--- src/hw/pci_hsk_pkg.sv ---
package pci_hsk_pkg;
    // published bus command encodings on c_be_n during the address phase
    localparam logic [3:0] CMD_CFG_READ = 4'ha;
    localparam logic [3:0] CMD_CFG_WRITE = 4'hb;
    // reset values of the pin drivers (deasserted, high)
    localparam logic RST_PIN = 1'b1;
    // depth of the pin input synchroniser
    localparam int SYNC_DEPTH = 3;

    typedef enum logic [1:0] {
        ROLE_IDLE = 2'b00,
        ROLE_INIT = 2'b01,
        ROLE_TARG = 2'b10
    } role_e;

    typedef enum logic [1:0] {
        TS_IDLE = 2'b00,
        TS_DATA = 2'b01,
        TS_STOP = 2'b10,
        TS_DONE = 2'b11
    } tstate_e;
endpackage : pci_hsk_pkg

--- src/hw/pci_hsk_stop_cfg.sv ---
`timescale 1ns/1ps
////////////////////////////////////////////////////////////////////////////////
// What this block does
// initiator holding ready high inserts a wait state in the data phase
// a data phase completes only on an edge with both ready lines low
// initiator ready is driven as initiator and sampled as target
// initiator ready floats when the device is not part of the transaction
// initiator ready changes and is sampled on rising clock edges only
// target stop high lets the initiator continue; stop low ends it
// as initiator, stop seen low ends the transaction next cycle
// as target, stop is asserted on configuration accesses after one word
// as target, stop also on initiator wait states, never otherwise
// stop floats when idle; input as initiator, output as target
// stop changes and is sampled on rising clock edges only
// selected configuration command asserts device select the clock after the filtered pins decode it
// host raises select in the address phase; sampled on rising edges
// configuration read and write codes follow the published encodings
module pci_hsk_stop_cfg (
    input wire logic clock,
    input wire logic arst_n,
    // initiator side request from the local master machine
    input wire logic mst_start,
    input wire logic mst_ready,
    input wire logic mst_last,
    output logic mst_done,
    output logic mst_xfer,
    output logic mst_stopped,
    // bus pins
    input wire logic frame_n_in,
    input wire logic [3:0] c_be_n_in,
    input wire logic idsel_in,
    input wire logic trdy_n_in,
    input wire logic irdy_n_in,
    output logic irdy_n_out,
    output logic irdy_n_oe,
    input wire logic stop_n_in,
    output logic stop_n_out,
    output logic stop_n_oe,
    output logic devsel_n_out,
    output logic devsel_n_oe,
    output logic trdy_n_out,
    output logic trdy_n_oe,
    // configuration access strobe toward the register block
    output logic cfg_access,
    output logic cfg_write
);
    ////////////////////////////////////////////////////////////////////////////
    logic [1:0] rst_sync;
    logic rst_n;
    always_ff @(posedge clock or negedge arst_n) begin
        if (!arst_n) begin
            rst_sync <= 2'b00;
        end else begin
            rst_sync <= {rst_sync[0], 1'b1};
        end
    end
    assign rst_n = rst_sync[1];

    ////////////////////////////////////////////////////////////////////////////
    // pin synchronisers: a change counts once stages two and three agree
    // pin to decision takes four edges; stage one is read only by stage two
    localparam int NIN = 9;
    logic [NIN-1:0] pin_raw;
    logic [NIN-1:0] s1;
    logic [NIN-1:0] s2;
    logic [NIN-1:0] s3;
    logic [NIN-1:0] pin;
    assign pin_raw = {frame_n_in, c_be_n_in, idsel_in, trdy_n_in, irdy_n_in, stop_n_in};
    always_ff @(posedge clock or negedge rst_n) begin
        if (!rst_n) begin
            s1 <= '1;
            s2 <= '1;
            s3 <= '1;
            pin <= '1;
        end else begin
            s1 <= pin_raw;
            s2 <= s1;
            s3 <= s2;
            pin <= (s2 & s3) | (pin & (s2 ^ s3));
        end
    end
    wire frame_n = pin[8];
    wire [3:0] cbe_n = pin[7:4];
    wire idsel = pin[3];
    wire trdy_n = pin[2];
    wire irdy_n = pin[1];
    wire stop_n = pin[0];

    ////////////////////////////////////////////////////////////////////////////
    pci_hsk_pkg::role_e role;
    pci_hsk_pkg::role_e next_role;
    pci_hsk_pkg::tstate_e ts;
    pci_hsk_pkg::tstate_e next_ts;
    logic frame_q;
    logic is_write;

    wire frame_fall = frame_q & ~frame_n;
    wire is_cfg_rd = (cbe_n == pci_hsk_pkg::CMD_CFG_READ);
    wire is_cfg_wr = (cbe_n == pci_hsk_pkg::CMD_CFG_WRITE);
    wire cfg_hit = frame_fall & idsel & (is_cfg_rd | is_cfg_wr) & (role == pci_hsk_pkg::ROLE_IDLE);
    // data phase completes only with both ready lines low
    wire init_xfer = (role == pci_hsk_pkg::ROLE_INIT) & ~irdy_n_out & ~trdy_n;
    wire targ_xfer = (ts == pci_hsk_pkg::TS_DATA) & ~irdy_n;
    // initiator wait state during a target transaction
    // the first data edge decides: ready still high there is taken as a wait
    wire targ_wait = (ts == pci_hsk_pkg::TS_DATA) & irdy_n;

    // a configuration hit wins over a local start in the same cycle
    always_comb begin
        next_role = role;
        if (role == pci_hsk_pkg::ROLE_IDLE) begin
            if (cfg_hit) begin
                next_role = pci_hsk_pkg::ROLE_TARG;
            end else if (mst_start) begin
                next_role = pci_hsk_pkg::ROLE_INIT;
            end
        end else if (role == pci_hsk_pkg::ROLE_INIT) begin
            // stop seen low, or last word moved: end now
            if (~stop_n | (init_xfer & mst_last)) begin
                next_role = pci_hsk_pkg::ROLE_IDLE;
            end
        end else if (ts == pci_hsk_pkg::TS_DONE) begin
            next_role = pci_hsk_pkg::ROLE_IDLE;
        end
    end

    always_comb begin
        next_ts = ts;
        unique case (ts)
            pci_hsk_pkg::TS_IDLE: begin
                if (cfg_hit) begin
                    next_ts = pci_hsk_pkg::TS_DATA;
                end
            end
            pci_hsk_pkg::TS_DATA: begin
                if (targ_xfer | targ_wait) begin
                    next_ts = pci_hsk_pkg::TS_STOP;
                end
            end
            // stop and device select stand until the host lets frame go high
            pci_hsk_pkg::TS_STOP: begin
                if (frame_n) begin
                    next_ts = pci_hsk_pkg::TS_DONE;
                end
            end
            pci_hsk_pkg::TS_DONE: begin
                next_ts = pci_hsk_pkg::TS_IDLE;
            end
        endcase
    end

    always_ff @(posedge clock or negedge rst_n) begin
        if (!rst_n) begin
            role <= pci_hsk_pkg::ROLE_IDLE;
            ts <= pci_hsk_pkg::TS_IDLE;
            frame_q <= pci_hsk_pkg::RST_PIN;
            is_write <= 1'b0;
        end else begin
            role <= next_role;
            ts <= next_ts;
            frame_q <= frame_n;
            if (cfg_hit) begin
                is_write <= is_cfg_wr;
            end
        end
    end

    ////////////////////////////////////////////////////////////////////////////
    // pin drivers, all registered on the rising edge
    wire in_targ = (role == pci_hsk_pkg::ROLE_TARG);
    wire in_init = (role == pci_hsk_pkg::ROLE_INIT);
    wire targ_active = in_targ & (ts != pci_hsk_pkg::TS_DONE);
    // decoded next values of the pin drivers
    wire next_init = (next_role == pci_hsk_pkg::ROLE_INIT);
    wire next_targ = (next_role == pci_hsk_pkg::ROLE_TARG);
    wire next_idle = (next_role == pci_hsk_pkg::ROLE_IDLE);
    wire next_data = (next_ts == pci_hsk_pkg::TS_DATA);
    wire next_stop = (next_ts == pci_hsk_pkg::TS_STOP);
    // irdy: driven as initiator, input as target, floated otherwise
    wire next_irdy_n_oe = next_init;
    wire next_irdy_n_out = ~(next_init & mst_ready);
    // stop: output only as target, asserted only at disconnect
    wire next_stop_n_oe = next_targ;
    wire next_stop_n_out = ~next_stop;
    wire next_devsel_n_out = ~(next_data | next_stop);
    wire next_trdy_n_out = ~next_data;
    wire next_mst_stopped = in_init & ~stop_n;
    wire next_mst_done = in_init & next_idle;
    wire next_cfg_access = targ_active & targ_xfer;

    always_ff @(posedge clock or negedge rst_n) begin
        if (!rst_n) begin
            irdy_n_out <= pci_hsk_pkg::RST_PIN;
            irdy_n_oe <= 1'b0;
            stop_n_out <= pci_hsk_pkg::RST_PIN;
            stop_n_oe <= 1'b0;
            devsel_n_out <= pci_hsk_pkg::RST_PIN;
            devsel_n_oe <= 1'b0;
            trdy_n_out <= pci_hsk_pkg::RST_PIN;
            trdy_n_oe <= 1'b0;
            mst_done <= 1'b0;
            mst_xfer <= 1'b0;
            mst_stopped <= 1'b0;
            cfg_access <= 1'b0;
            cfg_write <= 1'b0;
        end else begin
            irdy_n_oe <= next_irdy_n_oe;
            irdy_n_out <= next_irdy_n_out;
            stop_n_oe <= next_stop_n_oe;
            stop_n_out <= next_stop_n_out;
            devsel_n_oe <= next_targ;
            devsel_n_out <= next_devsel_n_out;
            trdy_n_oe <= next_targ;
            trdy_n_out <= next_trdy_n_out;
            mst_xfer <= init_xfer;
            mst_stopped <= next_mst_stopped;
            mst_done <= next_mst_done;
            cfg_access <= next_cfg_access;
            cfg_write <= is_write;
        end
    end
endmodule : pci_hsk_stop_cfg

--- config.mk ---
export PLATFORM = sky130hd
export DESIGN_NAME = pci_hsk_stop_cfg
export DESIGN_NICKNAME = d
export VERILOG_FILES = /design/src/hw/pci_hsk_pkg.sv /design/src/hw/pci_hsk_stop_cfg.sv
export SDC_FILE = /design/constraint.sdc
export NUM_CORES = 1
export LEC_CHECK = 0
export BUFFER_PORTS_ARGS = -buffer_cell sky130_fd_sc_hd__buf_4
export CORE_MARGIN = 10
export CORE_UTILIZATION = 53
export CTS_CLUSTER_DIAMETER = 30
export DETAILED_ROUTE_END_ITERATION = 12
export PLACE_DENSITY = 0.75
export SLEW_MARGIN = 20
export SYNTH_ARGS = -nofsm -noshare
export SYNTH_HDL_FRONTEND = slang
export SYNTH_SLANG_ARGS = --single-unit
--- constraint.sdc ---
create_clock -name clock -period 2.3 [get_ports clock]
set_clock_uncertainty 0.2 [all_clocks]
set_input_delay 0 -clock clock [delete_from_list [all_inputs] [get_ports clock]]
set_output_delay 0 -clock clock [all_outputs]
set_load 0.005 [all_outputs]
==> results of run 1 <==
[metrics by stage]
stage,hold WS [ps],area (um2)
after detailed placement,-416.6,2165
after floorplan,-495.6,1908
final,65.92,2395
after global placement,-418.1,2165
after CTS,42.10,2395
after global routing,45.21,2395
[kinds of logic (layout without fill, tap and decap cells)]
| kind of cell | count (synthesis) | after routing | share of synthesized area |
|---|---|---|---|
| buffers and inverters | 9 | 57 | 0.02229 |
| adders and majority gates | 16 | 16 | 0.1049 |
| DFF | 55 | 55 | 0.7482 |
| other | 1 | 1 | 0.001965 |
| AOI/OAI and AO/OA | 18 | 18 | 0.06951 |
| muxes | 1 | 1 | 0.007867 |
| and+or+nand+nor | 15 | 15 | 0.04525 |
[synthesized netlist by cell type]
cell       n
dfstp_2   41
ha_1      16
dfrtp_1   14
a21o_1     9
inv_1      6
nor2_1     4
buf_4      2
nand2_1    2
nand2b_1   2
o21ai_0    2
a211o_1    1
a211oi_1   1
a21oi_1    1
a32o_1     1
a32oi_1    1
buf_2      1
conb_1     1
mux2_4     1
nand4b_1   1
nor3_1     1
nor3b_1    1
nor4b_1    1
o211ai_1   1
o21a_1     1
or2_2      1
or2b_1     1
or4_1      1
[registers in the layout (all words and copies together), names as in the netlist]
register      count
cfg_access        1
s2                9
s3                9
is_write          1
mst_stopped       1
irdy_n_out        1
irdy_n_oe         1
mst_done          1
cfg_write         1
pin               9
ts                2
rst_sync          2
devsel_n_out      1
stop_n_out        1
trdy_n_out        1
frame_q           1
mst_xfer          1
s1                9
role              2
trdy_n_oe         1
[cell usage in the layout, fill, tap and decap left out]
cell type / Yosys / final
clkbuf_4: 0 / 5
nor3_1: 1 / 1
dfstp_2: 41 / 41
mux2_4: 1 / 1
a211o_1: 1 / 1
nand2b_1: 2 / 2
or4_1: 1 / 1
or2_2: 1 / 1
bufinv_16: 0 / 1
o211ai_1: 1 / 1
o21ai_0: 2 / 2
o21a_1: 1 / 1
a32o_1: 1 / 1
a21o_1: 9 / 9
ha_1: 16 / 16
dfrtp_1: 14 / 13
nor3b_1: 1 / 1
clkbuf_8: 0 / 1
a21oi_1: 1 / 1
inv_6: 0 / 1
a32oi_1: 1 / 1
nand4b_1: 1 / 1
dlygate4sd3_1: 0 / 14
buf_4: 2 / 29
nor2_1: 4 / 4
conb_1: 1 / 1
nand2_1: 2 / 2
dfrtp_2: 0 / 1
or2b_1: 1 / 1
nor4b_1: 1 / 1
a211oi_1: 1 / 1
inv_1: 6 / 6
[per-layer routing]
metal | vias to the layer above | wire length (um)
li1 | 481 | -
met1 | 498 | 1171
met2 | 29 | 1354
met3 | 6 | 229
met4 | 0 | 48
met5 | - | 0
[worst reg2reg max path: stages (launching register included)]
cell and delay (ps):
dfstp_2 550, or2b_1 220, or4_1 450, a32oi_1 300
ha_1 280
[final cells by class]
class	count	share of cell area
multi-input combinational	51	0.1829
clock inverter	2	0.01620
tap	46	0.02403
timing repair buffer	43	0.1494
inverter	6	0.009404
sequential	55	0.5967
clock buffer	6	0.02142
[power by group through the flow]
stage               clock (W)  combinational, W  sequential, W
finish               0.000549          0.000439        0.00126
global route         0.000607          0.000505        0.00128
CTS                  0.000570          0.000445        0.00126
detailed placement          0          0.000424        0.00128
global placement            0          0.000400        0.00127
floorplan                   0          0.000237        0.00126
[worst paths after layout]
path                       cells after the start      endpoint  slack [ps]
max                                            4  devsel_n_out         230
min                                            2         s1[6]          70
max reg2reg                                    4  devsel_n_out         230
min reg2reg                                    0     irdy_n_oe         100
max in group asynchronous                      1        pin[0]        1130
min in group asynchronous                      0     irdy_n_oe         100
==> impl_metrics.py, run 1 <==
metrics = {
    "run_status": {
        "status": "completed",
    },
    "min_path": {
        "min-delay-path-class": "in -> reg",
        "hold_start": "c_be_n_in[2]",
    },
    "clock_tree": {
        "h-tree-depth": 2,
        "post_cts_resized": 0,
        "ctsRootBufferMaster": "clkbuf_4",
        "cts_setup_buffers": 0,
        "path_clk_slew_ps": 150,
        "cts_tree": "built",
        "hold_buffers": 14,
        "cts_buffers": 5,
        "insertion_delay_ps": 370,
        "numClockSinks": 55,
        "cts_buffer_depth": 2,
    },
    "drt": {
        "ant_nets": 0,
        "drc_errors": 0,
        "first_iter_violations": 67,
        "drt_pass1_iterations": 3,
        "via_per_inst": 4.852,
        "wl_mm": 2.803,
        "vias": 1014,
        "wl_per_cell_um": 13.41,
    },
    "grt": {
        "grt_pass1_vias": 1071,
        "grt_pass1_wl_mm": 4.781,
        "grt_use_total": 0.09558,
        "grt_max_degree": 33,
        "busiest_layer": "met2",
        "overflow": 0,
        "grt_use_met2": 0.1509,
        "antenna_found_initial": 0,
        "use_met3": 0.05180,
        "met1_usage": 0.1030,
    },
    "cells_and_area": {
        "area_growth_pct": 25.51,
        "num-fill-cells": 238,
        "nets": 192,
        "final_layout_size_suffix_gt1_frac": 0.4969,
        "multiInputGateArea_um2": 437.9,
        "final_util": 0.7011,
        "layout.cells.non_filler": 209,
        "diodes": 0,
        "seqCellArea_mm2": 0.001429,
    },
    "setup_path": {
        "required_ps": 2410,
        "end_kind": "flip-flop",
        "cpPeakStageDelay_ps": 550,
        "timing.rr.start": "pin[7]",
        "startpoint_type": "flip-flop",
        "cp_slowest_cell": "dfstp_2",
        "critical-path-top-delay-family": "simple AND/OR/NAND/NOR gates",
        "crit_buf_inv": 0,
        "path_cells": "or2b_1 -> or4_1 -> a32oi_1 -> ha_1",
        "cp.arrival_ps": 2180,
        "crit_type": "reg -> reg",
        "cp_max_fo": 3,
        "crit_path_start": "pin[7]",
    },
    "sta": {
        "hold_viol_final": 0,
        "rsz0062_at_grt": "false",
        "clock.fmax_mhz": 483.1,
        "worst_slew_pin_slew_ps": 622.2,
        "finalSetupTns_ps": 0,
        "slew_headroom": 0.5852,
        "period_minus_slack_ps": 2070,
        "slew_viol_final": 0,
        "fin_ws_ps": 229.9,
        "fin_crit_sh": 0.9001,
        "setup_viol_count_final": 0,
    },
    "floorplanning": {
        "dieArea_mm2": 0.006400,
        "io_pins": 27,
        "initial_utilization": 0.5586,
        "core_area_mm2": 0.003416,
        "fp.dieH_um": 80,
        "die_x_um": 80,
        "fp-row-count": 21,
    },
    "place": {
        "gp_congestion": 0.7803,
        "portBuffers": 26,
        "detailed_place_hpwl_mm": 1.953,
        "dp_slack_ps": 266.0,
        "placed_cells": 187,
    },
    "power": {
        "irDropWorstVdd_v": 0.0006650,
        "leakagePower_nw": 1.143,
        "switching_power_w": 0.0005791,
        "switching_share": 0.2579,
        "p_total_w": 0.002245,
        "p_clk_frac": 0.245,
        "p_per_area_mw_per_mm2": 937.5,
        "seqPwrFrac": 0.560,
        "combPwrFrac": 0.196,
        "intPower_w": 0.001666,
    },
    "logic_synthesis": {
        "syn_inst": 115,
        "yosysWarningCount": 0,
        "yosysSeqAreaShare": 0.7482,
        "synth.net_count": 145,
        "yosys_register_bits": 55,
        "avgSynthCellArea_um2": 16.59,
        "synth_top_cell_by_area": "dfstp_2",
        "syn_area_mm2": 0.001908,
        "synth_cell_types": 27,
        "synthTopCellsByArea": "dfstp_2 56%, dfrtp_1 18%, ha_1 10%, a21o_1 3.5%, inv_1 1.2%",
        "synth_top_area_share": 0.5646,
    },
    "run": {
        "maxCapViolCount": 0,
    },
}
Note: power is estimated with default switching activity, not from simulation.
==> run 2, diff against run 1 <==
--- a/config.mk
+++ b/config.mk
@@ -10,6 +10,7 @@
 export CORE_UTILIZATION = 53
 export CTS_CLUSTER_DIAMETER = 30
 export DETAILED_ROUTE_END_ITERATION = 12
+export MAX_ROUTING_LAYER = met4
 export PLACE_DENSITY = 0.75
 export SLEW_MARGIN = 20
 export SYNTH_ARGS = -nofsm -noshare
==> impl_metrics.py, run 2 (synthesis gave the netlist of run 1 again) <==
metrics = {
    "place": {
        "gp_congestion": 0.7910,
        "placed_cells": 187,
        "detailed_place_hpwl_mm": 1.953,
        "portBuffers": 26,
        "dpl_cell_area_mm2": 0.002165,
    },
    "sta": {
        "slew_viol_final": 0,
        "setup_viol_count_final": 0,
        "hold_viol_final": 0,
        "clock.fmax_mhz": 483.1,
        "worst_slew_pin_slew_ps": 622.2,
        "rsz0062_at_grt": "false",
        "fin_crit_sh": 0.9001,
        "period_minus_slack_ps": 2070,
        "finalSetupTns_ps": 0,
        "slew_headroom": 0.5852,
    },
    "cells_and_area": {
        "final_layout_size_suffix_gt1_frac": 0.4969,
        "layout_commonest_cell": "dfstp_2",
        "final_cell_mix": "41 x dfstp_2, 29 x buf_4, 16 x ha_1",
        "diodes": 0,
        "fin_area_mm2": 0.002395,
        "area_growth_pct": 25.51,
        "layout.cells.non_filler": 209,
        "nets": 192,
    },
    "power": {
        "leakagePower_nw": 1.143,
        "irDropWorstVdd_v": 0.0006650,
        "p_per_area_mw_per_mm2": 937.5,
        "p_total_w": 0.002245,
    },
    "clock_tree": {
        "cts_buffers": 5,
        "path_clk_slew_ps": 150,
        "ctsRootBufferMaster": "clkbuf_4",
        "cts_tree": "built",
        "insertion_delay_ps": 370,
        "cts_setup_buffers": 0,
        "numClockSinks": 55,
        "h-tree-depth": 2,
        "cts_buffer_depth": 2,
    },
    "setup_path": {
        "end_kind": "flip-flop",
        "startpoint_type": "flip-flop",
        "rr_endpoint": "devsel_n_out",
        "cpPeakStageDelay_ps": 550,
        "timing.rr.start": "pin[7]",
        "cp.arrival_ps": 2180,
        "cp_slowest_cell": "dfstp_2",
        "path_cells": "or2b_1 -> or4_1 -> a32oi_1 -> ha_1",
        "rrSetupSlack_ps": 230,
        "required_ps": 2410,
        "crit_path_start": "pin[7]",
        "cp_max_fo": 3,
        "rr_worst_depth": 4,
        "crit_type": "reg -> reg",
    },
    "drt": {
        "first_iter_violations": 67,
        "wl_per_cell_um": 13.41,
        "vias": 1014,
        "via_per_inst": 4.852,
        "wl_mm": 2.803,
        "drc_errors": 0,
        "ant_nets": 0,
        "drt_pass1_iterations": 3,
    },
    "run_status": {
        "status": "completed",
    },
    "floorplanning": {
        "dieArea_mm2": 0.006400,
        "fp.dieH_um": 80,
        "io_pins": 27,
        "initial_utilization": 0.5586,
        "fp-row-count": 21,
        "core_area_mm2": 0.003416,
        "die_x_um": 80,
    },
    "grt": {
        "grt_max_degree": 33,
        "antenna_found_initial": 0,
        "grt_pass1_vias": 1071,
        "grt_pass1_wl_mm": 4.781,
        "grt_use_total": 0.09834,
        "overflow": 0,
    },
    "min_path": {
        "hold_start": "c_be_n_in[2]",
        "min_to": "s1[6]",
        "holdPathStages": 2,
        "min-delay-path-class": "in -> reg",
    },
    "run": {
        "maxCapViolCount": 0,
    },
}
-- run 2: cell counts in the layout (fill, tap and decap cells not counted) --
No cell type changed its count.
-- run 2: per-layer routing --
layer | vias up | wire (um) | GRT usage | share of wire
li1 | 481 | - | - | -
met1 | 498 | 1180 | 0.1036 | 0.42
met2 | 29 | 1354 | 0.1509 | 0.48
met3 | 6 | 220 | 0.05068 | 0.078
met4 | 0 | 48 | 0.04401 | 0.017
met5 | - | 0 | - | 0
-- run 2: power breakdown --
| group | internal (W) | switching, W |
|---|---|---|
| Sequential | 0.00116 | 0.0000922 |
| Clock | 0.000263 | 0.000286 |
| Combinational | 0.000238 | 0.000201 |
| Total | 0.00167 | 0.000579 |
-- run 2: layout make-up --
type	count	area, um2
Tap cell	46	57.56
Sequential cell	55	1429
Timing Repair Buffer	43	357.8
Multi-Input combinational cell	51	437.9
Inverter	6	22.52
Clock inverter	2	38.79
Clock buffer	6	51.30
Fill cell	238	1021
-- run 2: worst max path at each step --
| stage | to | slack (ps) |
|---|---|---|
| 6_report | devsel_n_out | 230 |
| 5_1_grt | devsel_n_out | 160 |
| 4_1_cts | devsel_n_out | 240 |
| 3_5_place_dp | devsel_n_out | 270 |
| 3_3_place_gp | devsel_n_out | 320 |
| 2_1_floorplan | devsel_n_out | 290 |
-- run 2: what timing repair did --
item | 4_1_cts | 5_1_grt
hold buffers | 14 | 0
resized for setup | 0 | 0
endpoints found under the hold margin | 15 | 0
-- run 2: critical path, delay by kind of cell (launching register included) --
kind,cells,cell delay (ps)
and+or+nand+nor,2,670
AOI/OAI and AO/OA,1,300
adders and majority gates,1,280
DFF,1,550
-- run 2: through the flow --
stage | util | hold WS [ps] | worst slack, ps
global route | 0.7011 | 45.21 | 157.2
CTS | 0.7011 | 42.10 | 237.0
detailed placement | 0.6337 | -416.6 | 266.0
finish | 0.7011 | 65.92 | 229.9
global placement | 0.6337 | -418.1 | 315.5
floorplan | - | -495.6 | 294.1
